$ cat config.mk
export PLATFORM = sky130hd
export DESIGN_NAME = serial_boot_ram_loader
export DESIGN_NICKNAME = d
export VERILOG_FILES = /design/src/serial_boot_pkg.sv /design/src/byte_stream_if.sv /design/src/byte_fifo.sv /design/src/serial_boot_ram_loader.sv
export SDC_FILE = /design/constraint.sdc
export NUM_CORES = 1
export LEC_CHECK = 0
export BUFFER_PORTS_ARGS = -buffer_cell sky130_fd_sc_hd__buf_2
export CAP_MARGIN = 5
export CORE_MARGIN = 10
export CORE_UTILIZATION = 60
export DETAILED_ROUTE_END_ITERATION = 16
export PLACE_DENSITY_LB_ADDON = 0.3
export SLEW_MARGIN = 20
export SYNTH_ARGS = -nofsm -noshare
export SYNTH_HDL_FRONTEND = slang
export SYNTH_SLANG_ARGS = --single-unit
$ cat constraint.sdc
create_clock -name SYS_CLK_IN -period 4.94 [get_ports SYS_CLK_IN]
set_clock_uncertainty 0.2 [all_clocks]
set_input_delay 0.741 -clock SYS_CLK_IN [delete_from_list [all_inputs] [get_ports SYS_CLK_IN]]
set_output_delay 0.741 -clock SYS_CLK_IN [all_outputs]
set_load 0.02 [all_outputs]
$ cat src/serial_boot_pkg.sv
// constants and types for the serial boot ram transfer engine
package serial_boot_pkg;

    // ****************************************
    // protocol codes
    // ****************************************
    localparam logic [7:0] MODE_UART_CODE = 8'h86;
    localparam logic [7:0] MODE_CLKD_CODE = 8'h30;
    localparam logic [7:0] CMD_RAM_LOAD   = 8'h10;
    localparam logic [7:0] ANS_NAK        = 8'h11;
    localparam logic [7:0] ANS_COMM_ERR   = 8'h18;
    localparam logic [31:0] RAM_LOAD_BASE = 32'h2000_0400;

    // ****************************************
    // sizes, counts and reset values
    // ****************************************
    localparam int          PWD_BYTES       = 12;
    localparam logic [3:0]  PWD_LAST_IDX    = 4'hb;
    localparam logic [3:0]  HDR_LAST_IDX    = 4'h5;
    localparam logic [3:0]  UART_START_BIT  = 4'h0;
    localparam logic [3:0]  UART_MODE_ENTRY = 4'h2;
    localparam logic [3:0]  UART_STOP_BIT   = 4'h9;
    localparam logic [3:0]  UART_TX_BITS    = 4'ha;
    localparam logic [3:0]  CLKD_LAST_BIT   = 4'h7;
    localparam logic [15:0] BAUD_MIN_CYCLES = 16'h0004;
    localparam int          FIFO_WIDTH      = 8;
    localparam int          FIFO_DEPTH      = 32;
    localparam logic        LINE_IDLE       = 1'b1;

    // ****************************************
    // protocol states
    // ****************************************
    typedef enum logic [3:0] {
        S_MODE  = 4'h0,
        S_CMD   = 4'h1,
        S_PWD   = 4'h2,
        S_PSUM  = 4'h3,
        S_HDR   = 4'h4,
        S_HSUM  = 4'h5,
        S_DATA  = 4'h6,
        S_DSUM  = 4'h7,
        S_SEND  = 4'h8,
        S_DRAIN = 4'h9,
        S_DONE  = 4'ha,
        S_ABORT = 4'hb
    } boot_state_t;

endpackage

$ cat src/byte_stream_if.sv
// valid/ready stream carrier between the engine and its fifo
`timescale 1ns/1ps
`default_nettype none
interface byte_stream_if #(parameter int W = 8);
    logic         in_valid;   // producer offers a word
    logic         in_ready;   // fifo has room
    logic [W-1:0] in_data;    // offered word
    logic         out_valid;  // fifo holds a word
    logic         out_ready;  // consumer takes it
    logic [W-1:0] out_data;   // oldest word

    modport engine (output in_valid, in_data, out_ready,
                    input  in_ready, out_valid, out_data);
    modport store  (input  in_valid, in_data, out_ready,
                    output in_ready, out_valid, out_data);
endinterface
`default_nettype wire

$ cat src/byte_fifo.sv
// synchronous fifo with valid/ready on both sides
`timescale 1ns/1ps
`default_nettype none
module byte_fifo #(
    parameter int W     = 8,
    parameter int DEPTH = 32
) (
    // clock and reset
    input  wire logic    clk_in,
    input  wire logic    rstn_in,
    // stream
    byte_stream_if.store bus
);
    localparam int AW = $clog2(DEPTH);

    // ****************************************
    // state
    // ****************************************
    typedef struct packed {
        logic [DEPTH-1:0][W-1:0] mem;  // storage words
        logic [AW:0]             wp;   // write pointer with wrap bit
        logic [AW:0]             rp;   // read pointer with wrap bit
    } fifo_t;

    fifo_t r;       // registered state
    fifo_t next_r;  // next state
    logic  full;    // wrap bits differ, index equal
    logic  empty;   // pointers equal

    assign full          = (r.wp[AW] != r.rp[AW]) &&
                           (r.wp[AW-1:0] == r.rp[AW-1:0]);
    assign empty         = (r.wp == r.rp);
    assign bus.in_ready  = ~full;
    assign bus.out_valid = ~empty;
    assign bus.out_data  = r.mem[r.rp[AW-1:0]];

    // push and pop may happen in the same cycle
    always_comb
    begin
        next_r = r;
        if (bus.in_valid && !full)
        begin
            next_r.mem[r.wp[AW-1:0]] = bus.in_data;
            next_r.wp                = r.wp + 1'b1;
        end
        if (bus.out_ready && !empty)
        begin
            next_r.rp = r.rp + 1'b1;
        end
    end

    // register the state
    always_ff @(posedge clk_in or negedge rstn_in)
    begin
        if (!rstn_in)
            r <= '0;
        else
            r <= next_r;
    end
endmodule
`default_nettype wire

$ cat src/serial_boot_ram_loader.sv
// serial boot engine for the ram transfer command
`timescale 1ns/1ps
`default_nettype none
module serial_boot_ram_loader (
    // clock and reset
    input  wire logic        SYS_CLK_IN,
    input  wire logic        RSTN_IN,
    // serial link pins
    input  wire logic        RXD_IN,
    input  wire logic        SERIAL_SHIFT_CLOCK_IN,
    output logic             TXD_OUT,
    output logic             HANDSHAKE_OUT_LINE_OUT,
    // stored password, byte 0 in bits 7:0
    input  wire logic [95:0] PASSWORD_IN,
    // ram write port
    input  wire logic        RAM_READY_IN,
    output logic             RAM_WE_OUT,
    output logic [31:0]      RAM_ADDR_OUT,
    output logic [7:0]       RAM_DATA_OUT,
    // session result
    output logic             JUMP_OUT,
    output logic [31:0]      JUMP_ADDR_OUT,
    output logic             ABORT_OUT
);
    import serial_boot_pkg::*;

    // ****************************************
    // state
    // ****************************************
    typedef struct packed {
        boot_state_t st;        // protocol position
        boot_state_t ret;       // state after the answer is out
        logic        clk_mode;  // clocked interface chosen
        logic [3:0]  idx;       // byte index inside a stage
        logic [7:0]  sum;       // running byte sum
        logic        pwd_ok;    // all password bytes matched
        logic [47:0] hdr;       // address and count shift
        logic [15:0] remain;    // payload bytes still due
        logic        err;       // communication error seen
        logic        rx_s1;     // rx sync stage one
        logic        rx_s2;     // rx sync stage two
        logic        rx_q;      // rx delayed for edges
        logic        ck_s1;     // shift clock sync one
        logic        ck_s2;     // shift clock sync two
        logic        ck_q;      // shift clock delayed
        logic        measuring; // timing the mode byte low
        logic [16:0] meas;      // low time of two bits
        logic [15:0] period;    // cycles per uart bit
        logic        u_act;     // uart receiver busy
        logic [3:0]  u_bit;     // uart receive bit slot
        logic [15:0] u_cnt;     // uart sample countdown
        logic [7:0]  u_sh;      // uart receive shift
        logic [3:0]  c_bit;     // clocked bit count
        logic [7:0]  c_sh;      // clocked receive shift
        logic [7:0]  c_tx;      // clocked transmit shift
        logic        tx_busy;   // answer being sent
        logic [9:0]  tx_sh;     // uart transmit frame
        logic [3:0]  t_bit;     // uart transmit slot
        logic [15:0] t_cnt;     // uart bit countdown
        logic        txd;       // transmit pin level
        logic        push;      // fifo write strobe
        logic [7:0]  push_data; // fifo write word
        logic        ram_we;    // ram write pending
        logic [31:0] ram_addr;  // ram write address
        logic [7:0]  ram_data;  // ram write data
        logic [31:0] drain_addr;// next ram address
        logic        jump;      // jump pulse
        logic        abort;     // session abandoned
        logic        hs;        // handshake level
    } eng_t;

    eng_t        r;        // registered state
    eng_t        next_r;   // next state
    logic        got;      // a byte arrived this cycle
    logic [7:0]  gb;       // the byte
    logic        ge;       // its framing was bad
    logic        ack_go;   // load an answer
    logic [7:0]  ack_val;  // answer byte
    boot_state_t ack_ret;  // where to go after it
    logic [7:0]  tot;      // sum including checksum
    logic        bad;      // checksum wrong, sum not zero
    logic        rx_fall;  // rx line fell
    logic        rx_rise;  // rx line rose
    logic        ck_fall;  // shift clock fell
    logic        ck_rise;  // shift clock rose

    byte_stream_if #(.W(FIFO_WIDTH)) fq ();

    // payload buffer; its fullness holds the handshake low
    byte_fifo #(.W(FIFO_WIDTH), .DEPTH(FIFO_DEPTH)) u_fifo (
        .clk_in  (SYS_CLK_IN),
        .rstn_in (RSTN_IN),
        .bus     (fq.store)
    );

    assign fq.in_valid  = r.push;
    assign fq.in_data   = r.push_data;
    assign fq.out_ready = ~r.ram_we | RAM_READY_IN;

    // ****************************************
    // next state
    // ****************************************
    always_comb
    begin
        next_r  = r;
        got     = 1'b0;
        gb      = 8'h00;
        ge      = 1'b0;
        ack_go  = 1'b0;
        ack_val = 8'h00;
        ack_ret = S_CMD;
        tot     = r.sum + gb;
        bad     = 1'b0;
        // two flops ahead of any reader of the pins
        next_r.rx_s1 = RXD_IN;
        next_r.rx_s2 = r.rx_s1;
        next_r.rx_q  = r.rx_s2;
        next_r.ck_s1 = SERIAL_SHIFT_CLOCK_IN;
        next_r.ck_s2 = r.ck_s1;
        next_r.ck_q  = r.ck_s2;
        rx_fall = r.rx_q & ~r.rx_s2;
        rx_rise = ~r.rx_q & r.rx_s2;
        ck_fall = r.ck_q & ~r.ck_s2;
        ck_rise = ~r.ck_q & r.ck_s2;
        next_r.push = 1'b0;
        next_r.jump = 1'b0;

        // any shift clock edge during the mode byte picks clocked mode
        if (r.st == S_MODE && (ck_fall || ck_rise))
        begin
            next_r.clk_mode  = 1'b1;
            next_r.measuring = 1'b0;
            next_r.u_act     = 1'b0;
        end
        // 86h holds the line low for start plus bit 0: two bit times
        if (r.st == S_MODE && !r.clk_mode && !r.u_act)
        begin
            if (!r.measuring && rx_fall)
            begin
                next_r.measuring = 1'b1;
                next_r.meas      = 17'h00001;
            end
            else if (r.measuring && rx_rise)
            begin
                next_r.measuring = 1'b0;
                next_r.period    = r.meas[16:1];
                next_r.u_act     = 1'b1;
                next_r.u_bit     = UART_MODE_ENTRY;
                next_r.u_sh      = 8'h00;
                next_r.u_cnt     = {1'b0, r.meas[16:2]};
            end
            else if (r.measuring && (&r.meas))
                next_r.st = S_ABORT;
            else if (r.measuring)
                next_r.meas = r.meas + 17'h00001;
        end

        // uart receiver, samples mid bit, lsb first
        if (!r.clk_mode && r.u_act)
        begin
            if (r.u_cnt != 16'h0000)
                next_r.u_cnt = r.u_cnt - 16'h0001;
            else
            begin
                next_r.u_cnt = r.period - 16'h0001;
                next_r.u_bit = r.u_bit + 4'h1;
                if (r.u_bit == UART_START_BIT)
                    next_r.u_act = ~r.rx_s2; // glitch, not a start
                else if (r.u_bit != UART_STOP_BIT)
                    next_r.u_sh = {r.rx_s2, r.u_sh[7:1]};
                else
                begin
                    next_r.u_act = 1'b0;
                    got          = 1'b1;
                    gb           = r.u_sh;
                    ge           = ~r.rx_s2;
                end
            end
        end
        else if (!r.clk_mode && r.st != S_MODE && rx_fall)
        begin
            next_r.u_act = 1'b1;
            next_r.u_bit = UART_START_BIT;
            next_r.u_cnt = {1'b0, r.period[15:1]};
        end

        // clocked interface: drive on fall, sample on rise
        if (r.clk_mode || r.st == S_MODE)
        begin
            if (ck_fall && r.tx_busy)
            begin
                next_r.txd  = r.c_tx[0];
                next_r.c_tx = {1'b1, r.c_tx[7:1]};
            end
            if (ck_rise)
            begin
                next_r.c_sh  = {r.rx_s2, r.c_sh[7:1]};
                next_r.c_bit = r.c_bit + 4'h1;
                if (r.c_bit == CLKD_LAST_BIT)
                begin
                    next_r.c_bit = 4'h0;
                    if (r.tx_busy)
                        next_r.tx_busy = 1'b0;
                    else
                    begin
                        got = 1'b1;
                        gb  = {r.rx_s2, r.c_sh[7:1]};
                    end
                end
            end
        end

        // uart transmitter, full stop bit before done
        if (!r.clk_mode && r.tx_busy)
        begin
            if (r.t_cnt != 16'h0000)
                next_r.t_cnt = r.t_cnt - 16'h0001;
            else if (r.t_bit == UART_TX_BITS)
                next_r.tx_busy = 1'b0;
            else
            begin
                next_r.txd   = r.tx_sh[0];
                next_r.tx_sh = {1'b1, r.tx_sh[9:1]};
                next_r.t_bit = r.t_bit + 4'h1;
                next_r.t_cnt = r.period - 16'h0001;
            end
        end

        // clocked errors are never answered
        if (got && ge && !r.clk_mode)
            next_r.err = 1'b1;
        tot = r.sum + gb;
        bad = (tot != 8'h00);

        // protocol sequence
        case (r.st)
            S_MODE:
                if (got && r.clk_mode && gb == MODE_CLKD_CODE)
                begin
                    ack_go  = 1'b1;
                    ack_val = MODE_CLKD_CODE;
                end
                else if (got && !r.clk_mode && !ge &&
                         gb == MODE_UART_CODE &&
                         r.period >= BAUD_MIN_CYCLES)
                begin
                    ack_go  = 1'b1;
                    ack_val = MODE_UART_CODE;
                end
                else if (got)
                    next_r.st = S_ABORT;
            S_CMD:
                if (got)
                begin
                    ack_go = 1'b1;
                    if (next_r.err)
                        ack_val = ANS_COMM_ERR;
                    else if (gb != CMD_RAM_LOAD)
                        ack_val = ANS_NAK;
                    else
                    begin
                        ack_val = CMD_RAM_LOAD;
                        ack_ret = S_PWD;
                    end
                end
            S_PWD:
                if (got)
                begin
                    next_r.sum = tot;
                    next_r.idx = r.idx + 4'h1;
                    if (gb != PASSWORD_IN[8*r.idx +: 8])
                        next_r.pwd_ok = 1'b0;
                    if (r.idx == PWD_LAST_IDX)
                        next_r.st = S_PSUM;
                end
            S_HDR:
                if (got)
                begin
                    next_r.sum = tot;
                    next_r.idx = r.idx + 4'h1;
                    next_r.hdr = {r.hdr[39:0], gb};
                    if (r.idx == HDR_LAST_IDX)
                        next_r.st = S_HSUM;
                end
            S_DATA:
                if (got)
                begin
                    next_r.sum       = tot;
                    next_r.push      = 1'b1;
                    next_r.push_data = gb;
                    if (!fq.in_ready && !r.clk_mode)
                        next_r.err = 1'b1;
                    next_r.remain = r.remain - 16'h0001;
                    if (r.remain == 16'h0001)
                        next_r.st = S_DSUM;
                end
            S_PSUM, S_HSUM, S_DSUM:
                if (got)
                begin
                    ack_go = 1'b1;
                    if (next_r.err)
                        ack_val = ANS_COMM_ERR;
                    else if (bad || (r.st == S_PSUM && !r.pwd_ok))
                        ack_val = ANS_NAK;
                    else
                    begin
                        ack_val = CMD_RAM_LOAD;
                        if (r.st == S_PSUM)
                            ack_ret = S_HDR;
                        else if (r.st == S_DSUM)
                            ack_ret = S_DRAIN;
                        else if (r.hdr[15:0] == 16'h0000)
                            ack_ret = S_DSUM;
                        else
                            ack_ret = S_DATA;
                        if (r.st == S_HSUM)
                            next_r.drain_addr = r.hdr[47:16];
                        next_r.remain     = r.hdr[15:0];
                    end
                end
            S_SEND:
                if (!r.tx_busy)
                    next_r.st = r.ret;
            S_DRAIN:
                // jump only once every byte sits in ram
                if (!fq.out_valid && !r.ram_we && !r.push)
                begin
                    next_r.jump = 1'b1;
                    next_r.st   = S_DONE;
                end
            S_DONE, S_ABORT:
                next_r.st = r.st;
            default:
                next_r.st = S_ABORT;
        endcase

        // answer loader, each stage restarts its sum
        if (ack_go)
        begin
            next_r.st      = S_SEND;
            next_r.ret     = ack_ret;
            next_r.tx_busy = 1'b1;
            next_r.c_tx    = ack_val;
            next_r.tx_sh   = {1'b1, ack_val, 1'b0};
            next_r.t_bit   = 4'h0;
            next_r.t_cnt   = 16'h0000;
            next_r.sum     = 8'h00;
            next_r.idx     = 4'h0;
            next_r.err     = 1'b0;
            next_r.pwd_ok  = 1'b1;
        end

        // ram write port drains the fifo
        if (fq.out_valid && fq.out_ready)
        begin
            next_r.ram_we     = 1'b1;
            next_r.ram_data   = fq.out_data;
            next_r.ram_addr   = r.drain_addr;
            next_r.drain_addr = r.drain_addr + 32'h0000_0001;
        end
        else if (RAM_READY_IN)
            next_r.ram_we = 1'b0;

        next_r.abort = (next_r.st == S_ABORT);
        next_r.hs    = fq.in_ready && next_r.st != S_DRAIN &&
                       next_r.st != S_DONE && !next_r.abort;
    end

    // register the state; idle lines reset high
    always_ff @(posedge SYS_CLK_IN or negedge RSTN_IN)
    begin
        if (!RSTN_IN)
        begin
            r        <= '0;
            r.st     <= S_MODE;
            r.pwd_ok <= 1'b1;
            r.txd    <= LINE_IDLE;
            r.rx_s1  <= LINE_IDLE;
            r.rx_s2  <= LINE_IDLE;
            r.rx_q   <= LINE_IDLE;
            r.ck_s1  <= LINE_IDLE;
            r.ck_s2  <= LINE_IDLE;
            r.ck_q   <= LINE_IDLE;
        end
        else
            r <= next_r;
    end

    assign TXD_OUT                = r.txd;
    assign HANDSHAKE_OUT_LINE_OUT = r.hs;
    assign RAM_WE_OUT             = r.ram_we;
    assign RAM_ADDR_OUT           = r.ram_addr;
    assign RAM_DATA_OUT           = r.ram_data;
    assign JUMP_OUT               = r.jump;
    assign JUMP_ADDR_OUT          = r.hdr[47:16];
    assign ABORT_OUT              = r.abort;
endmodule
`default_nettype wire

After elaboration in Yosys (flattened, before gate mapping)
Index checks and enable logic that the tools add are counted.
Widths: inputs -> output; s select.
{"block": "op_classes", "addsub": 13, "magnitude_cmp": 4, "eq_ne": 42, "shift": 1, "muxes": 128, "bitwise": 13, "n_reduce_logical": 85}
{"cell": "$bwmux 256", "n": 1}
{"cell": "$mux 32", "n": 7}
{"cell": "$mux 8", "n": 19}
{"cell": "$shiftx 96x8->8", "n": 1}
{"cell": "$mux 4", "n": 23}
{"cell": "$mux 45", "n": 2}
{"cell": "$mux 16", "n": 5}
{"cell": "$mux 17", "n": 4}
{"cell": "$sub 16x1->16 const B", "n": 4}
{"cell": "$mux 63", "n": 1}
{"cell": "$pmux 8 s3", "n": 2}
{"cell": "$mux 21", "n": 2}
{"cell": "$bmux 8 s5", "n": 1}
{"cell": "$demux 8 s5", "n": 1}
{"cell": "$mux 1", "n": 39}
{"cell": "$mux 39", "n": 1}
{"cell": "$add 32x1->32 const B", "n": 1}
{"cell": "$pmux 16 s2", "n": 1}
{"cell": "$pmux 4 s8", "n": 1}
{"cell": "$reduce_bool 16->1", "n": 2}
{"cell": "$logic_and 1x1->1", "n": 31}
{"cell": "$mux 31", "n": 1}
{"cell": "$eq 4x4->1 const B", "n": 7}
{"cell": "$mux 9", "n": 3}
{"cell": "other kinds (50)", "n": 126}
{"block": "word_totals", "register_bits": 561, "input_bits": 101, "output_inout_bits": 77, "word_cells": 359}

Logic depth before layout (Yosys ltp)
Gate-level depths: netlist (run 1).
{"block": "logic_depth", "word_depth": 21, "depth_mapped": 21, "ltp_nobuf": 17}

Hierarchy
Synthesis (run 1) repeated with hierarchy kept, for this count alone.
{"block": "hier_totals", "hier_cells": 2563, "hier_area_um2": 28822.6}
{"module": "serial_boot_ram_loader", "n_inst": 1, "cells_each": 1803, "area_each_um2": 16424.5, "seq_area_each_um2": 7317.0}
{"module": "byte_fifo", "n_inst": 1, "cells_each": 760, "area_each_um2": 12398.1, "seq_area_each_um2": 6706.4}

Worst setup path after synthesis (run 1)
OpenSTA, ideal clock, no wires.
{"block": "synth_path", "path_type": "register -> register", "startpoint": "register r[133] (netlist name)", "endpoint": "register r[214] (netlist name)", "setup_time_ps": 124, "t_arrival_ps": 4107, "path_slack_ps": 509, "stages_incl_launch_ff": 20, "path_buffers": 4, "cell_sequence": "dfrtp_1 -> ha_1 -> and3b_1 -> clkbuf_1 -> o211a_1 -> clkbuf_1 -> o31ai_1 -> ha_1 -> inv_1 -> fa_1 -> nor2b_1 -> o21a_1 -> o21ai_0 -> a311oi_1 -> and4b_1 -> clkbuf_1 -> and2_1 -> buf_2 -> o21ai_2 -> a211o_1"}
{"block": "synth_via", "elab_chain_len": 9, "word_cells_on_any_way": 18, "classes_between": "add/sub (1); eq/ne (5); mux (7); reduce/logical (5)"}
{"item": "start: declaration", "line_no": "serial_boot_ram_loader.sv:72", "rtl": "eng_t r;"}
{"item": "start signal: assignment", "line_no": "serial_boot_ram_loader.sv:386", "rtl": "r <= next_r;"}
{"item": "$eq 4x3->1", "line_no": "serial_boot_ram_loader.sv:199", "rtl": "if (r.c_bit == CLKD_LAST_BIT)"}
{"item": "$mux 8", "line_no": "serial_boot_ram_loader.sv:199"}
{"item": "$mux 8", "line_no": "serial_boot_ram_loader.sv:195", "rtl": "if (ck_rise)"}
{"item": "$mux 8", "line_no": "serial_boot_ram_loader.sv:188", "rtl": "if (r.clk_mode || r.st == S_MODE)"}
{"item": "via gb[0]", "line_no": "serial_boot_ram_loader.sv:75", "rtl": "logic [7:0] gb;"}
{"item": "$add 8x8->8", "line_no": "serial_boot_ram_loader.sv:232", "rtl": "tot = r.sum + gb;"}
{"item": "$reduce_bool 8->1", "line_no": "serial_boot_ram_loader.sv:233", "rtl": "bad = (tot != 8'h00);"}
{"item": "$logic_or 1x1->1", "line_no": "serial_boot_ram_loader.sv:303", "rtl": "else if (bad || (r.st == S_PSUM && !r.pwd_ok))"}
{"item": "$ne 2x2->1 (no line)"}
{"item": "$reduce_and 5->1 (no line)"}
The timed path passes the listed nets, and every way through them passes these cells.
A chain may end at the register's enable or synchronous reset.

Final worst setup path (run 1)
{"block": "layout_path", "startpoint": "register r[150] (netlist name)", "endpoint": "register r[218] (netlist name)"}
{"block": "layout_via", "elab_chain_len": 12, "word_cells_on_any_way": 26, "classes_between": "add/sub (1); eq/ne (4); mux (15); reduce/logical (6)"}
{"item": "$reduce_bool 16->1 *", "line_no": "serial_boot_ram_loader.sv:161", "rtl": "if (r.u_cnt != 16'h0000)"}
{"item": "$mux 8 *", "line_no": "serial_boot_ram_loader.sv:161"}
{"item": "$mux 8 *", "line_no": "serial_boot_ram_loader.sv:159", "rtl": "if (!r.clk_mode && r.u_act)"}
{"item": "$mux 8", "line_no": "serial_boot_ram_loader.sv:202", "rtl": "if (r.tx_busy)"}
{"item": "$mux 8", "line_no": "serial_boot_ram_loader.sv:199"}
{"item": "$mux 8", "line_no": "serial_boot_ram_loader.sv:195"}
{"item": "$mux 8 *", "line_no": "serial_boot_ram_loader.sv:188"}
{"item": "via gb[0]", "line_no": "serial_boot_ram_loader.sv:75"}
{"item": "$add 8x8->8 *", "line_no": "serial_boot_ram_loader.sv:232"}
{"item": "$reduce_bool 8->1 *", "line_no": "serial_boot_ram_loader.sv:233"}
{"item": "$logic_or 1x1->1 *", "line_no": "serial_boot_ram_loader.sv:303"}
{"item": "$ne 2x2->1 (no line) *"}
{"item": "$reduce_and 5->1 (no line) *"}
Mark *: on every way through the listed nets, which the timed path passes. The rest lies on a longest branch.

==> key figures, run 1 <==
Yosys
  • Avg Inst Size Synth: ~11 um2
  • Share of synthesized cell area in and, or, nand and nor gates: 13.9%
  • Adder-cell area share of the yosys netlist: 1.42%
  • Unique masters post-synth: 90
  • Mapped Cells: ~2700
  • Number of enable-type register cells in the synthesized netlist: 0
  • Combinational family with the most area after synthesis: multiplexers
  • Syn_nets: roughly 2800
  • Synth area leader: sky130_fd_sc_hd__dfrtp_1
  • Synth top area share: about half
  • FF+latch count, synth: 560
  • Seq/Total Area, Yosys: 48.7%
  • Fraction of synthesized area in multiplexers: 19.3%
  • Yosys warning total: 0
  • Async set-reset flop share out of synthesis: between 90% and 100%
  • Most frequently used flop master after synthesis: sky130_fd_sc_hd__dfrtp_1
  • Mapped cell area: about 0.029 mm2
  • Most used standard cells in the synthesized netlist: 552 x sky130_fd_sc_hd__dfrtp_1, 315 x sky130_fd_sc_hd__mux2_2, 309 x sky130_fd_sc_hd__nand2_1, 232 x sky130_fd_sc_hd__nor2_1, 134 x sky130_fd_sc_hd__o21ai_0
  • Top area cells in the synthesized netlist: sky130_fd_sc_hd__dfrtp_1 48%, sky130_fd_sc_hd__mux2_2 12%, sky130_fd_sc_hd__mux4_2 4.4%, sky130_fd_sc_hd__nand2_1 4.0%, sky130_fd_sc_hd__nor2_1 3.0%
  • Complex-gate fraction of the synthesized area: between 10% and 20%
  • Most common cell in the synthesized netlist: sky130_fd_sc_hd__dfrtp_1
  • Xor and xnor fraction of the mapped netlist area: around 1.9%

Timing
  • Slew of the pin with the lowest slew margin: approximately 1100 ps
  • Hold_ws: 158 ps
  • Count of final setup violators: 0
  • Max Clock Freq: 216 MHz
  • Final hold violation count: 0
  • Share of the cycle needed by the critical path after routing: approximately 94%
  • Min Clock Period, post-route: ~4600 ps
  • Slew margin rel.: 26.7%
  • Final-report max-slew violation count: 0

Clock tree
  • Later-pin clock latency in the skew report: about 650 ps
  • Inserted Clock Buffers: between 50 and 60
  • Deepest level of the CTS H-tree: 2
  • Number of buffers on the longest clock path: 3
  • Clock tree from TritonCTS: done
  • Clock input transition at the sequential cells of the worst setup and hold paths: around 60 ps
  • CTS sink count: 560
  • Clk root buf: sky130_fd_sc_hd__clkbuf_16
  • Post-CTS setup buffer count: 0

Flow run
  • Count of maximum capacitance violations: 0

Worst hold path
  • Hold Crit Start: next_r[204]
  • Min-Delay Path Class: reg -> reg

Layout
  • Filler Cells Inserted: roughly 3500
  • Number of inserted diodes: 0
  • Layout Cells excl Fill: about 3400
  • Area of all sequential standard cells: 0.0140 mm2
  • Multi-input gate area in the final layout: approximately 0.014 mm2
  • Final nets: 2881
  • Fraction of layout cells with a size suffix above 1: ~27%
  • Area growth, synth to finish: 10.7%

Floorplanning
  • Placeable Area: roughly 0.048 mm2
  • Starting Density: 60.5%
  • Die area: about 0.057 mm2
  • Total number of placement rows: 80
  • Ports: between 150 and 200
  • Die X-Extent: around 240 um
  • Die boundary height: approximately 240 um

Global routing
  • Largest net degree at the start of global routing: a little over 100
  • Total global routing overflow: 0
  • Initial antenna violation count: 0
  • Global-route wire length before repair: about 120000 um
  • Global-route total usage across every layer: a little over a quarter
  • Vias in the first global route: around 22000

Critical path
  • Launching element of the worst setup path: r[150]
  • Type of the setup path with the least slack: reg -> reg
  • Terminus of the critical flop-to-flop path: r[218]
  • Setup crit end: r[218]
  • Setup slack of the most critical reg-to-reg path: 320 ps
  • Nature of the critical path startpoint: flop
  • Startpoint of the most critical register-to-register path: r[150]
  • Cell depth of the worst flop-to-flop path: 16
  • Crit path DAT: around 4900 ps
  • Critical path data required time: about 5200 ps
  • Largest fanout on the critical path: 8
  • Type of element capturing the critical path: flop

Place
  • Placed wire-length estimate after detailed placement: ~52000 um
  • Total placed cells including tap cells: 3300
  • Final weighted congestion of routability-driven global placement: between 0.9 and 1
  • Port Buf Inserts: roughly 180

Status
  • Outcome: finished, final reports clean

Power and ir drop
  • Reg power frac: between 40 and 50%
  • Sw Share: 31.2%
  • Switch Pwr: ~3.8 mW
  • Cell area power density: ~380 mW/mm2
  • Largest voltage drop on the vdd net: ~0.38 mV
  • Internal power: 8.32 mW
  • Leakage power: ~15 nW
  • Gate power share: roughly a fifth
  • Clk network pwr share: 36.1%

Drt
  • Initial DRC count: around 2100
  • Remaining number of nets flagged by the antenna check after routing: 0
  • Number of vias in the routed layout: between 20000 and 25000
  • Count of TritonRoute iterations in the first routing pass: 6
  • Overall routed net length: approximately 76000 um
  • Detail-routed net length per standard cell: approximately 22 um
  • Mean number of vias per cell: around 6.3
  • Post-route DRC: 0
## how the worst min path moves through the flow
| stage | cells after the start | slack [ps] | endpoint |
|---|---|---|---|
| 2_1_floorplan | 0 | 150 | next_r[200] |
| 3_3_place_gp | 0 | 150 | next_r[203] |
| 3_5_place_dp | 0 | 150 | next_r[203] |
| 4_1_cts | 0 | 160 | next_r[203] |
| 5_1_grt | 0 | 160 | next_r[203] |
| 6_report | 0 | 160 | next_r[203] |
## registers in the layout (all words and copies together) (netlist names)
name and flops:
u_fifo.r 268, r 202, JUMP_ADDR_OUT 32, RAM_ADDR_OUT 32, RAM_DATA_OUT 8, fq.in_data 8
next_r 4, ABORT_OUT 1, HANDSHAKE_OUT_LINE_OUT 1, JUMP_OUT 1, RAM_WE_OUT 1, TXD_OUT 1
fq.in_valid 1
## critical path, stage by stage, from the launching register on
cell and delay [ps]:
sky130_fd_sc_hd__dfrtp_1 460, sky130_fd_sc_hd__nor4_1 490, sky130_fd_sc_hd__and4_1 320, sky130_fd_sc_hd__nand2_2 130, sky130_fd_sc_hd__o31ai_1 310, sky130_fd_sc_hd__ha_1 230
sky130_fd_sc_hd__inv_1 60, sky130_fd_sc_hd__fa_1 400, sky130_fd_sc_hd__nor2b_1 140, sky130_fd_sc_hd__o21a_1 170, sky130_fd_sc_hd__o21ai_0 110, sky130_fd_sc_hd__a311oi_2 330
sky130_fd_sc_hd__and4b_2 390, sky130_fd_sc_hd__a21oi_2 170, sky130_fd_sc_hd__buf_4 210, sky130_fd_sc_hd__o31ai_1 240, sky130_fd_sc_hd__o21ai_0 130
## through the flow
| step | total power [mW] | setup WS [ps] | area, um2 | util [%] | TNS (ps) |
|---|---|---|---|---|---|
| floorplan | 7.01 | 509 | 28800 | - | 0 |
| global placement | 7.69 | 281 | 29800 | 62.7 | 0 |
| detailed placement | 7.75 | 82.8 | 29800 | 62.7 | 0 |
| CTS | 12.1 | 74.3 | 31800 | 66.9 | 0 |
| global route | 12.6 | -24.7 | 31800 | 67.0 | -24.7 |
| finish | 12.1 | 321 | 31800 | 67.0 | 0 |
## area by class of cell
class | instances | share of cell area, %
repair buffers | 240 | 4.44
clock inverters | 12 | 0.460
flip-flops and latches | 560 | 44.1
multi-input cells | 1845 | 42.5
clock buffers | 94 | 5.58
inverters | 43 | 0.507
well taps | 615 | 2.42
## layer usage
layer,share of wire (%),track usage (%),routed length (um)
met1,42,34.9,31600
met2,49,44.0,36900
met3,5.9,4.00,4450
met4,3.5,9.38,2630
met5,0,0,0
## cell families after synthesis
logic type | count (synthesis)
AOI/OAI and AO/OA | 454
adders and majority gates | 32
and+or+nand+nor | 851
DFF | 560
buffers and inverters | 265
xor gates and xnor gates | 63
muxes | 445
## power by group through the flow
stage | Sequential [mW] | Clock, mW | Combinational, mW
floorplan | 5.08 | 0 | 1.93
global placement | 5.19 | 0 | 2.51
detailed placement | 5.20 | 0 | 2.55
CTS | 5.13 | 4.43 | 2.56
global route | 5.17 | 4.62 | 2.81
finish | 5.13 | 4.37 | 2.59
## cell usage in the layout, fill, tap and decap left out, types with 15 or more instances in the layout
cell type and n:
sky130_fd_sc_hd__nor2_1 232, sky130_fd_sc_hd__o21ai_0 133, sky130_fd_sc_hd__mux4_2 56, sky130_fd_sc_hd__nand2b_1 15
sky130_fd_sc_hd__nor4_1 15, sky130_fd_sc_hd__clkbuf_1 18, sky130_fd_sc_hd__clkbuf_16 59, sky130_fd_sc_hd__ha_1 31
sky130_fd_sc_hd__or3_1 18, sky130_fd_sc_hd__nand3_1 52, sky130_fd_sc_hd__o31ai_1 17, sky130_fd_sc_hd__dfrtp_1 542
sky130_fd_sc_hd__and3_1 15, sky130_fd_sc_hd__o221ai_1 19, sky130_fd_sc_hd__mux2i_1 74, sky130_fd_sc_hd__buf_4 57
sky130_fd_sc_hd__a211oi_1 15, sky130_fd_sc_hd__a21oi_1 99, sky130_fd_sc_hd__buf_2 176, sky130_fd_sc_hd__nand4_1 28
sky130_fd_sc_hd__inv_1 43, sky130_fd_sc_hd__nand2_1 308, sky130_fd_sc_hd__nor3_1 71, sky130_fd_sc_hd__clkbuf_8 17
sky130_fd_sc_hd__mux2_2 315, sky130_fd_sc_hd__xnor2_1 34, sky130_fd_sc_hd__xor2_1 28, sky130_fd_sc_hd__o22ai_1 30
sky130_fd_sc_hd__nor2b_1 20
## what timing repair did
action                                  in CTS  in global routing
hold buffers                                 3                  0
endpoints found under the setup margin       0                 43
endpoints found under the hold margin       13                  0
gates resized for setup                      0                  9
(Power assumes the default switching activity.)
==> run 2: changes to the inputs <==
- CELL_PAD_IN_SITES_DETAIL_PLACEMENT: not set -> 1
- CELL_PAD_IN_SITES_GLOBAL_PLACEMENT: not set -> 1
- CORE_UTILIZATION: 60 -> 49
==> run 2 against run 1 <==
Cell count is 4.3% higher. First-iteration DRC count is 33% lower. Clock power is 9.8% higher. Utilization is 11 points lower. Fmax is 0.75% lower. Via count is 0.75% higher. Sequential cell count stayed put. Non-clock buffer count is 9 lower. Clock-buffer cell count is 13 lower.
==> key figures, run 2 (synthesis results as in run 1) <==
Status
  • Outcome: finished, final reports clean

Clock tree
  • Later-pin clock latency in the skew report: 660 ps (about the same)
  • Clock tree from TritonCTS: done
  • CTS sink count: 560 (unchanged)
  • Clk root buf: sky130_fd_sc_hd__clkbuf_16
  • Inserted Clock Buffers: 59 (+1.7%)
  • Number of buffers on the longest clock path: 3 (unchanged)
  • Deepest level of the CTS H-tree: 2 (unchanged)
  • Clock input transition at the sequential cells of the worst setup and hold paths: 70 ps (about the same)

Timing
  • Count of final setup violators: 0 (unchanged)
  • Slew margin rel.: 25.2% (-1.5 points)
  • Final hold violation count: 0 (unchanged)
  • RSZ-0062 raised after global routing: false
  • Max Clock Freq: 215 MHz (-0.75%)
  • Hold_ws: 155 ps (-2.77 ps)
  • Slew of the pin with the lowest slew margin: 1120 ps (+23.1 ps)
  • Share of the cycle needed by the critical path after routing: 94.2% (+0.71 points)
  • Final-report max-slew violation count: 0 (unchanged)
  • Min Clock Period, post-route: 4650 ps (+34.9 ps)

Layout
  • Final nets: 2873 (-0.28%)
  • Core utilization of the finished layout: 55.6% (-11 points)
  • Flip-flop count of the largest register after layout: 268 (unchanged)
  • Area of all sequential standard cells: 0.0140 mm2 (about the same)
  • Highest-count cells in the layout ignoring fill and taps: 543 x sky130_fd_sc_hd__dfrtp_1, 315 x sky130_fd_sc_hd__mux2_2, 308 x sky130_fd_sc_hd__nand2_1
  • Registers with the most flip-flops: u_fifo.r (268), r (202)
  • Most common cell after layout, fill and taps aside: sky130_fd_sc_hd__dfrtp_1
  • Number of inserted diodes: 0 (unchanged)
  • Fraction of layout cells with a size suffix above 1: 27.5% (+0.26 points)
  • Register bank with the most flops: u_fifo.r
  • Area growth, synth to finish: 11.9%
  • Filler Cells Inserted: 6235 (+80%)
  • Multi-input gate area in the final layout: 0.0135 mm2 (about the same)

Critical path
  • Crit path DAT: 4980 ps (+60 ps)
  • Terminus of the critical flop-to-flop path: r[208]
  • Type of element capturing the critical path: flop
  • Setup slack of the most critical reg-to-reg path: 290 ps (-30 ps)
  • Worst-path cell with the longest stage delay: sky130_fd_sc_hd__dfstp_2
  • Critical path data required time: 5260 ps (+20 ps)
  • Nature of the critical path startpoint: flop
  • Delay of the slowest cell on the worst path: 540 ps (+50 ps)
  • Largest fanout on the critical path: 13 (+5)
  • Cell depth of the worst flop-to-flop path: 15 (-1)
  • Type of the setup path with the least slack: reg -> reg
  • Launching element of the worst setup path: next_r[200]
  • Most common cell on crit path: sky130_fd_sc_hd__a21oi_1
  • Cells along the critical path: ha_1 -> nor2b_2 -> o211a_4 -> o31a_1 -> inv_1 -> ha_1 -> nand3_1 -> a21oi_1 -> mux2i_1 -> o311a_1 -> xor2_4 -> a21oi_1 -> buf_4 -> a2111oi_1 -> a21oi_1
  • Startpoint of the most critical register-to-register path: next_r[200]

Power and ir drop
  • Leakage power: 15.2 nW (+0.57%)
  • Gate power share: 21.2% (-0.2 points)
  • Largest voltage drop on the vdd net: 0.358 mV (-4.7%)
  • Sw Share: 31.5% (+0.33 points)
  • Cell area power density: 391 mW/mm2 (+3.1%)
  • Reg power frac: 40.8% (-1.6 points)
  • Internal power: 8.63 mW (+3.7%)
  • Switch Pwr: 3.97 mW (+5.3%)
  • Clk network pwr share: 38.1% (+2.0 points)

Drt
  • Number of vias in the routed layout: 21800 (+0.75%)
  • Initial DRC count: 1399 (-33%)
  • Count of TritonRoute iterations in the first routing pass: 5 (-1)
  • Detail-routed net length per standard cell: 24.4 um (+10%)
  • Overall routed net length: 86700 um (+15%)
  • Remaining number of nets flagged by the antenna check after routing: 0 (unchanged)
  • Mean number of vias per cell: 6.14 (-3.4%)
  • Post-route DRC: 0 (unchanged)

Floorplanning
  • Die boundary height: 262 um (+9.8%)
  • Die area: 0.0688 mm2 (+20%)
  • Placeable Area: 0.0579 mm2 (+22%)
  • Total number of placement rows: 88 (+10%)
  • Starting Density: 49.7% (-11 points)
  • Ports: 178 (unchanged)
  • Die X-Extent: 262 um (+9.8%)

Global routing
  • Vias in the first global route: 23700 (+8.7%)
  • Largest net degree at the start of global routing: 124 (+20%)
  • Global-route wire length before repair: 138000 um (+14%)
  • Initial antenna violation count: 1 (+1)
  • Total global routing overflow: 0 (unchanged)
  • Global-route total usage across every layer: 24.5% (-2.0 points)

Flow run
  • Count of maximum capacitance violations: 0 (unchanged)

Place
  • Final weighted congestion of routability-driven global placement: 0.869 (-6.2%)
  • Port Buf Inserts: 177 (unchanged)
  • Placed wire-length estimate after detailed placement: 58800 um (+13%)

Worst hold path
  • Hold Crit Start: next_r[204]
  • Worst hold endpoint: next_r[203]
  • Hold Path Depth: 0 (unchanged)
  • Min-Delay Path Class: reg -> reg
## run 2: changes by cell type in the layout (fill, tap and decap cells not counted), moves of 3 or more
cell                        delta
sky130_fd_sc_hd__buf_12        +3
sky130_fd_sc_hd__buf_4        -12
sky130_fd_sc_hd__bufinv_16     +6
sky130_fd_sc_hd__clkbuf_1     -13
sky130_fd_sc_hd__clkinv_2      +8
sky130_fd_sc_hd__clkinv_4      +3
## run 2: what timing repair did
item | 4_1_cts | 5_1_grt
pin swaps | 0 | 1
gates resized for setup | 2 | 9
hold buffers | 3 | 0
hold endpoints to repair | 68 | 0
buffers inserted | 0 | 0
endpoints found under the setup margin | 4 | 39
## run 2: how the worst max path moves through the flow
stage / slack, ps / end / cells past startpoint
global route: 60 / r[208] / 17
detailed placement: -60 / r[214] / 14
global placement: 220 / r[214] / 17
finish: 290 / r[208] / 15
floorplan: 510 / r[214] / 19
CTS: 30 / r[214] / 14
## run 2: per-stage QoR
| stage | setup slack (ps) | area, um2 | power, mW | setup TNS (ps) | cells |
|---|---|---|---|---|---|
| after floorplan | 509 | 28800 | 7.01 | 0 | 2670 |
| after global placement | 222 | 30000 | 7.74 | 0 | 3441 |
| after detailed placement | -60.9 | 30000 | 7.84 | -122 | 3441 |
| after CTS | 34.9 | 32100 | 12.7 | 0 | 3554 |
| after global routing | 60.5 | 32200 | 13.1 | 0 | 3554 |
| final | 286 | 32200 | 12.6 | 0 | 3554 |
## run 2: power groups by stage
stage	Sequential (mW)	Combinational (mW)	Clock (mW)
after floorplan	5.08	1.93	0
after global placement	5.19	2.55	0
after detailed placement	5.21	2.63	0
after CTS	5.13	2.66	4.88
after global routing	5.17	2.91	5.07
final	5.13	2.67	4.80
## run 2: per-layer routing
metal	wire [um]	global-route usage [%]	share of wire [%]
met5	0	0	0
met1	36800	31.4	42
met4	2560	7.60	3.0
met3	4000	4.12	4.6
met2	43400	41.8	50
## run 2: critical path: cells and delay by family, from the launching register on
| family | cells | cell delay [ps] |
|---|---|---|
| xor+xnor | 1 | 350 |
| mux | 1 | 250 |
| fa+ha+maj | 2 | 670 |
| buf+inv | 2 | 410 |
| simple gates | 2 | 390 |
| compound gates | 7 | 1700 |
| flops | 1 | 540 |
## run 2: area by class of cell
class                   instances  share of cell area, %
flip-flops and latches        560                   43.6
clock inverters                29                   1.18
repair buffers                231                   4.30
inverters                      43                  0.502
multi-input cells            1845                   42.1
well taps                     765                   2.97
clock buffers                  81                   5.37
==> run 3: changes to the inputs <==
- GPL_TIMING_DRIVEN: not set -> 0
==> run 3 against run 2 <==
Setup slack got worse by 130 ps. Register-to-register slack got worse by 130 ps. Global-route usage increased by 2.1 points. Clock power fell by 2%. Cell area increased by 2.8%. Critical endpoint is now r[212]. Largest cell class unchanged. Largest power group unchanged.
==> key figures, run 3 (synthesis results as in run 1) <==
Place
  • Final weighted congestion of routability-driven global placement: 0.914 (+5.3%)
  • Port Buf Inserts: 177 (unchanged)
  • Dpl ws: -975 ps (-914 ps)
  • Placed wire-length estimate after detailed placement: 67000 um (+14%)
  • Cell Area, Placed: 0.0308 mm2 (+2.7%)

Floorplanning
  • Total number of placement rows: 88 (unchanged)
  • Die X-Extent: 262 um (unchanged)
  • Die area: 0.0688 mm2 (unchanged)
  • Ports: 178 (unchanged)
  • Die boundary height: 262 um (unchanged)
  • Starting Density: 49.7% (unchanged)
  • Placeable Area: 0.0579 mm2 (unchanged)

Layout
  • Final Cell Area: 0.0331 mm2 (+2.8%)
  • Most common cell after layout, fill and taps aside: sky130_fd_sc_hd__dfrtp_1
  • Filler Cells Inserted: 6249 (+0.22%)
  • Highest-count cells in the layout ignoring fill and taps: 552 x sky130_fd_sc_hd__dfrtp_1, 315 x sky130_fd_sc_hd__mux2_2, 309 x sky130_fd_sc_hd__nand2_1
  • Registers with the most flip-flops: u_fifo.r (268), r (202)
  • Fraction of layout cells with a size suffix above 1: 27.7% (+0.17 points)
  • Flip-flop count of the largest register after layout: 268 (unchanged)
  • Number of inserted diodes: 0 (unchanged)
  • Register bank with the most flops: u_fifo.r
  • Core utilization of the finished layout: 57.2% (+1.6 points)
  • Final nets: 3058 (+6.4%)
  • Area growth, synth to finish: 15.1%

Drt
  • Met1 wire length: 38900 um (+5.8%)
  • Number of vias in the routed layout: 22700 (+4.3%)
  • Remaining number of nets flagged by the antenna check after routing: 0 (unchanged)
  • Count of TritonRoute iterations in the first routing pass: 5 (unchanged)
  • Top layer in use: met4
  • Met3 wire len: 4520 um (+13%)
  • Mean number of vias per cell: 6.09 (-0.77%)
  • Length of routed met2 wiring: 47800 um (+10%)
  • Overall routed net length: 94500 um (+9.0%)
  • Post-route DRC: 0 (unchanged)
  • Initial DRC count: 1486 (+6.2%)
  • Detail-routed net length per standard cell: 25.3 um (+3.7%)

Clock tree
  • Clock tree from TritonCTS: done
  • Clk root buf: sky130_fd_sc_hd__clkbuf_16
  • Deepest level of the CTS H-tree: 2 (unchanged)
  • Clock input transition at the sequential cells of the worst setup and hold paths: 60 ps (about the same)
  • Later-pin clock latency in the skew report: 650 ps (about the same)
  • Number of buffers on the longest clock path: 3 (unchanged)
  • Inserted Clock Buffers: 60 (+1.7%)
  • CTS sink count: 560 (unchanged)

Worst hold path
  • Min-Delay Path Class: reg -> reg

Status
  • Outcome: finished, final reports clean

Timing
  • Slew of the pin with the lowest slew margin: 1020 ps (-106 ps)
  • Count of final setup violators: 0 (unchanged)
  • Post-route setup TNS: 0 ps (unchanged)
  • Least setup slack across all paths after layout: 153 ps (-133 ps)
  • Share of the cycle needed by the critical path after routing: 96.9% (+2.7 points)
  • Slew margin rel.: 31.8% (+6.6 points)
  • Final hold violation count: 0 (unchanged)
  • Min Clock Period, post-route: 4790 ps (+133 ps)
  • Max Clock Freq: 209 MHz (-2.8%)
  • Hold_ws: 156 ps (+0.302 ps)
  • Final-report max-slew violation count: 0 (unchanged)

Critical path
  • Delay of the slowest cell on the worst path: 410 ps (-130 ps)
  • Critical path data required time: 5240 ps (-20 ps)
  • Type of the setup path with the least slack: reg -> reg
  • Largest fanout on the critical path: 10 (-3)
  • Cells along the critical path: ha_1 -> and3b_1 -> clkbuf_1 -> o211ai_1 -> buf_2 -> nand2_1 -> o21ai_2 -> ha_1 -> nor2b_2 -> o21a_1 -> o2111a_1 -> a311oi_2 -> and4b_2 -> a21oi_2 -> buf_6 -> o31ai_1 -> o21ai_1
  • Worst-path cell with the longest stage delay: sky130_fd_sc_hd__dfrtp_1
  • Most common cell on crit path: sky130_fd_sc_hd__ha_1
  • Type of element capturing the critical path: flop
  • Nature of the critical path startpoint: flop
  • Crit path DAT: 5090 ps (+110 ps)

Global routing
  • Global-route total usage across every layer: 26.7% (+2.1 points)
  • Initial antenna violation count: 1 (unchanged)
  • Vias in the first global route: 24700 (+4.3%)
  • Total global routing overflow: 0 (unchanged)
  • Global-route wire length before repair: 147000 um (+7.1%)
  • Largest net degree at the start of global routing: 106 (-15%)

Power and ir drop
  • Cell area power density: 385 mW/mm2 (-1.7%)
  • Leakage power: 15.7 nW (+3.2%)
  • Largest voltage drop on the vdd net: 0.322 mV (-9.8%)

Flow run
  • Count of maximum capacitance violations: 0 (unchanged)
[run 3: cell count changes in the layout (fill, tap and decap cells not counted), moves of 8 or more]
cell,previous run,this run
sky130_fd_sc_hd__buf_1,0,20
sky130_fd_sc_hd__buf_2,176,192
sky130_fd_sc_hd__buf_4,45,82
sky130_fd_sc_hd__clkbuf_1,5,109
sky130_fd_sc_hd__dfrtp_1,543,552
sky130_fd_sc_hd__dfrtp_2,8,0
[run 3: metal layers]
metal / vias to the layer above / track usage, %
met5: - / 0
met3: 196 / 3.95
met4: 0 / 9.89
met1: 11900 / 33.2
met2: 625 / 46.1
li1: 10100 / -
[run 3: per-stage QoR]
step / total power [mW] / cells
after detailed placement: 8.04 / 3618
after CTS: 12.8 / 3731
final: 12.7 / 3736
after global placement: 7.91 / 3612
after global routing: 13.3 / 3736
after floorplan: 7.01 / 2670
[run 3: worst paths after layout]
check,start,to,slack (ps),depth (start not counted)
setup / recovery,r[133],r[212],150,17
hold / removal,next_r[204],next_r[203],160,0
setup reg to reg,r[133],r[212],150,17
hold reg to reg,next_r[204],next_r[203],160,0
max in group asynchronous,RSTN_IN,u_fifo.r[228],2850,4
min in group asynchronous,RSTN_IN,r[18],400,2
[run 3: where the power goes]
| group | internal (mW) | switching [mW] |
|---|---|---|
| clock network | 2.73 | 1.97 |
| logic | 1.04 | 1.92 |
| registers | 4.84 | 0.237 |
[run 3: area by class of cell]
class                      count  area, um2  area share, %
clock buffer                  85       1760           5.30
timing repair buffer         196       1170           3.52
inverter                      43        161          0.488
sequential                   560      14000           42.4
tap                          765        957           2.89
clock inverter                23        292          0.881
multi-input combinational   1845      13600           41.0
buffer                       219       1160           3.52
[run 3: critical path: cells and delay by family, from the launching register on]
| kind | cells | cell delay (ps) |
|---|---|---|
| buf+inv | 3 | 710 |
| flops | 1 | 410 |
| compound gates | 8 | 1880 |
| simple gates | 4 | 840 |
| fa+ha+maj | 2 | 620 |
[run 3: timing repair]
action	CTS	global route
buffers inserted	4	6
gates resized for setup	24	25
endpoints found under the hold margin	38	0
setup endpoints to repair	54	51
gates cloned	0	0
hold buffers	3	0
pin swaps	5	4
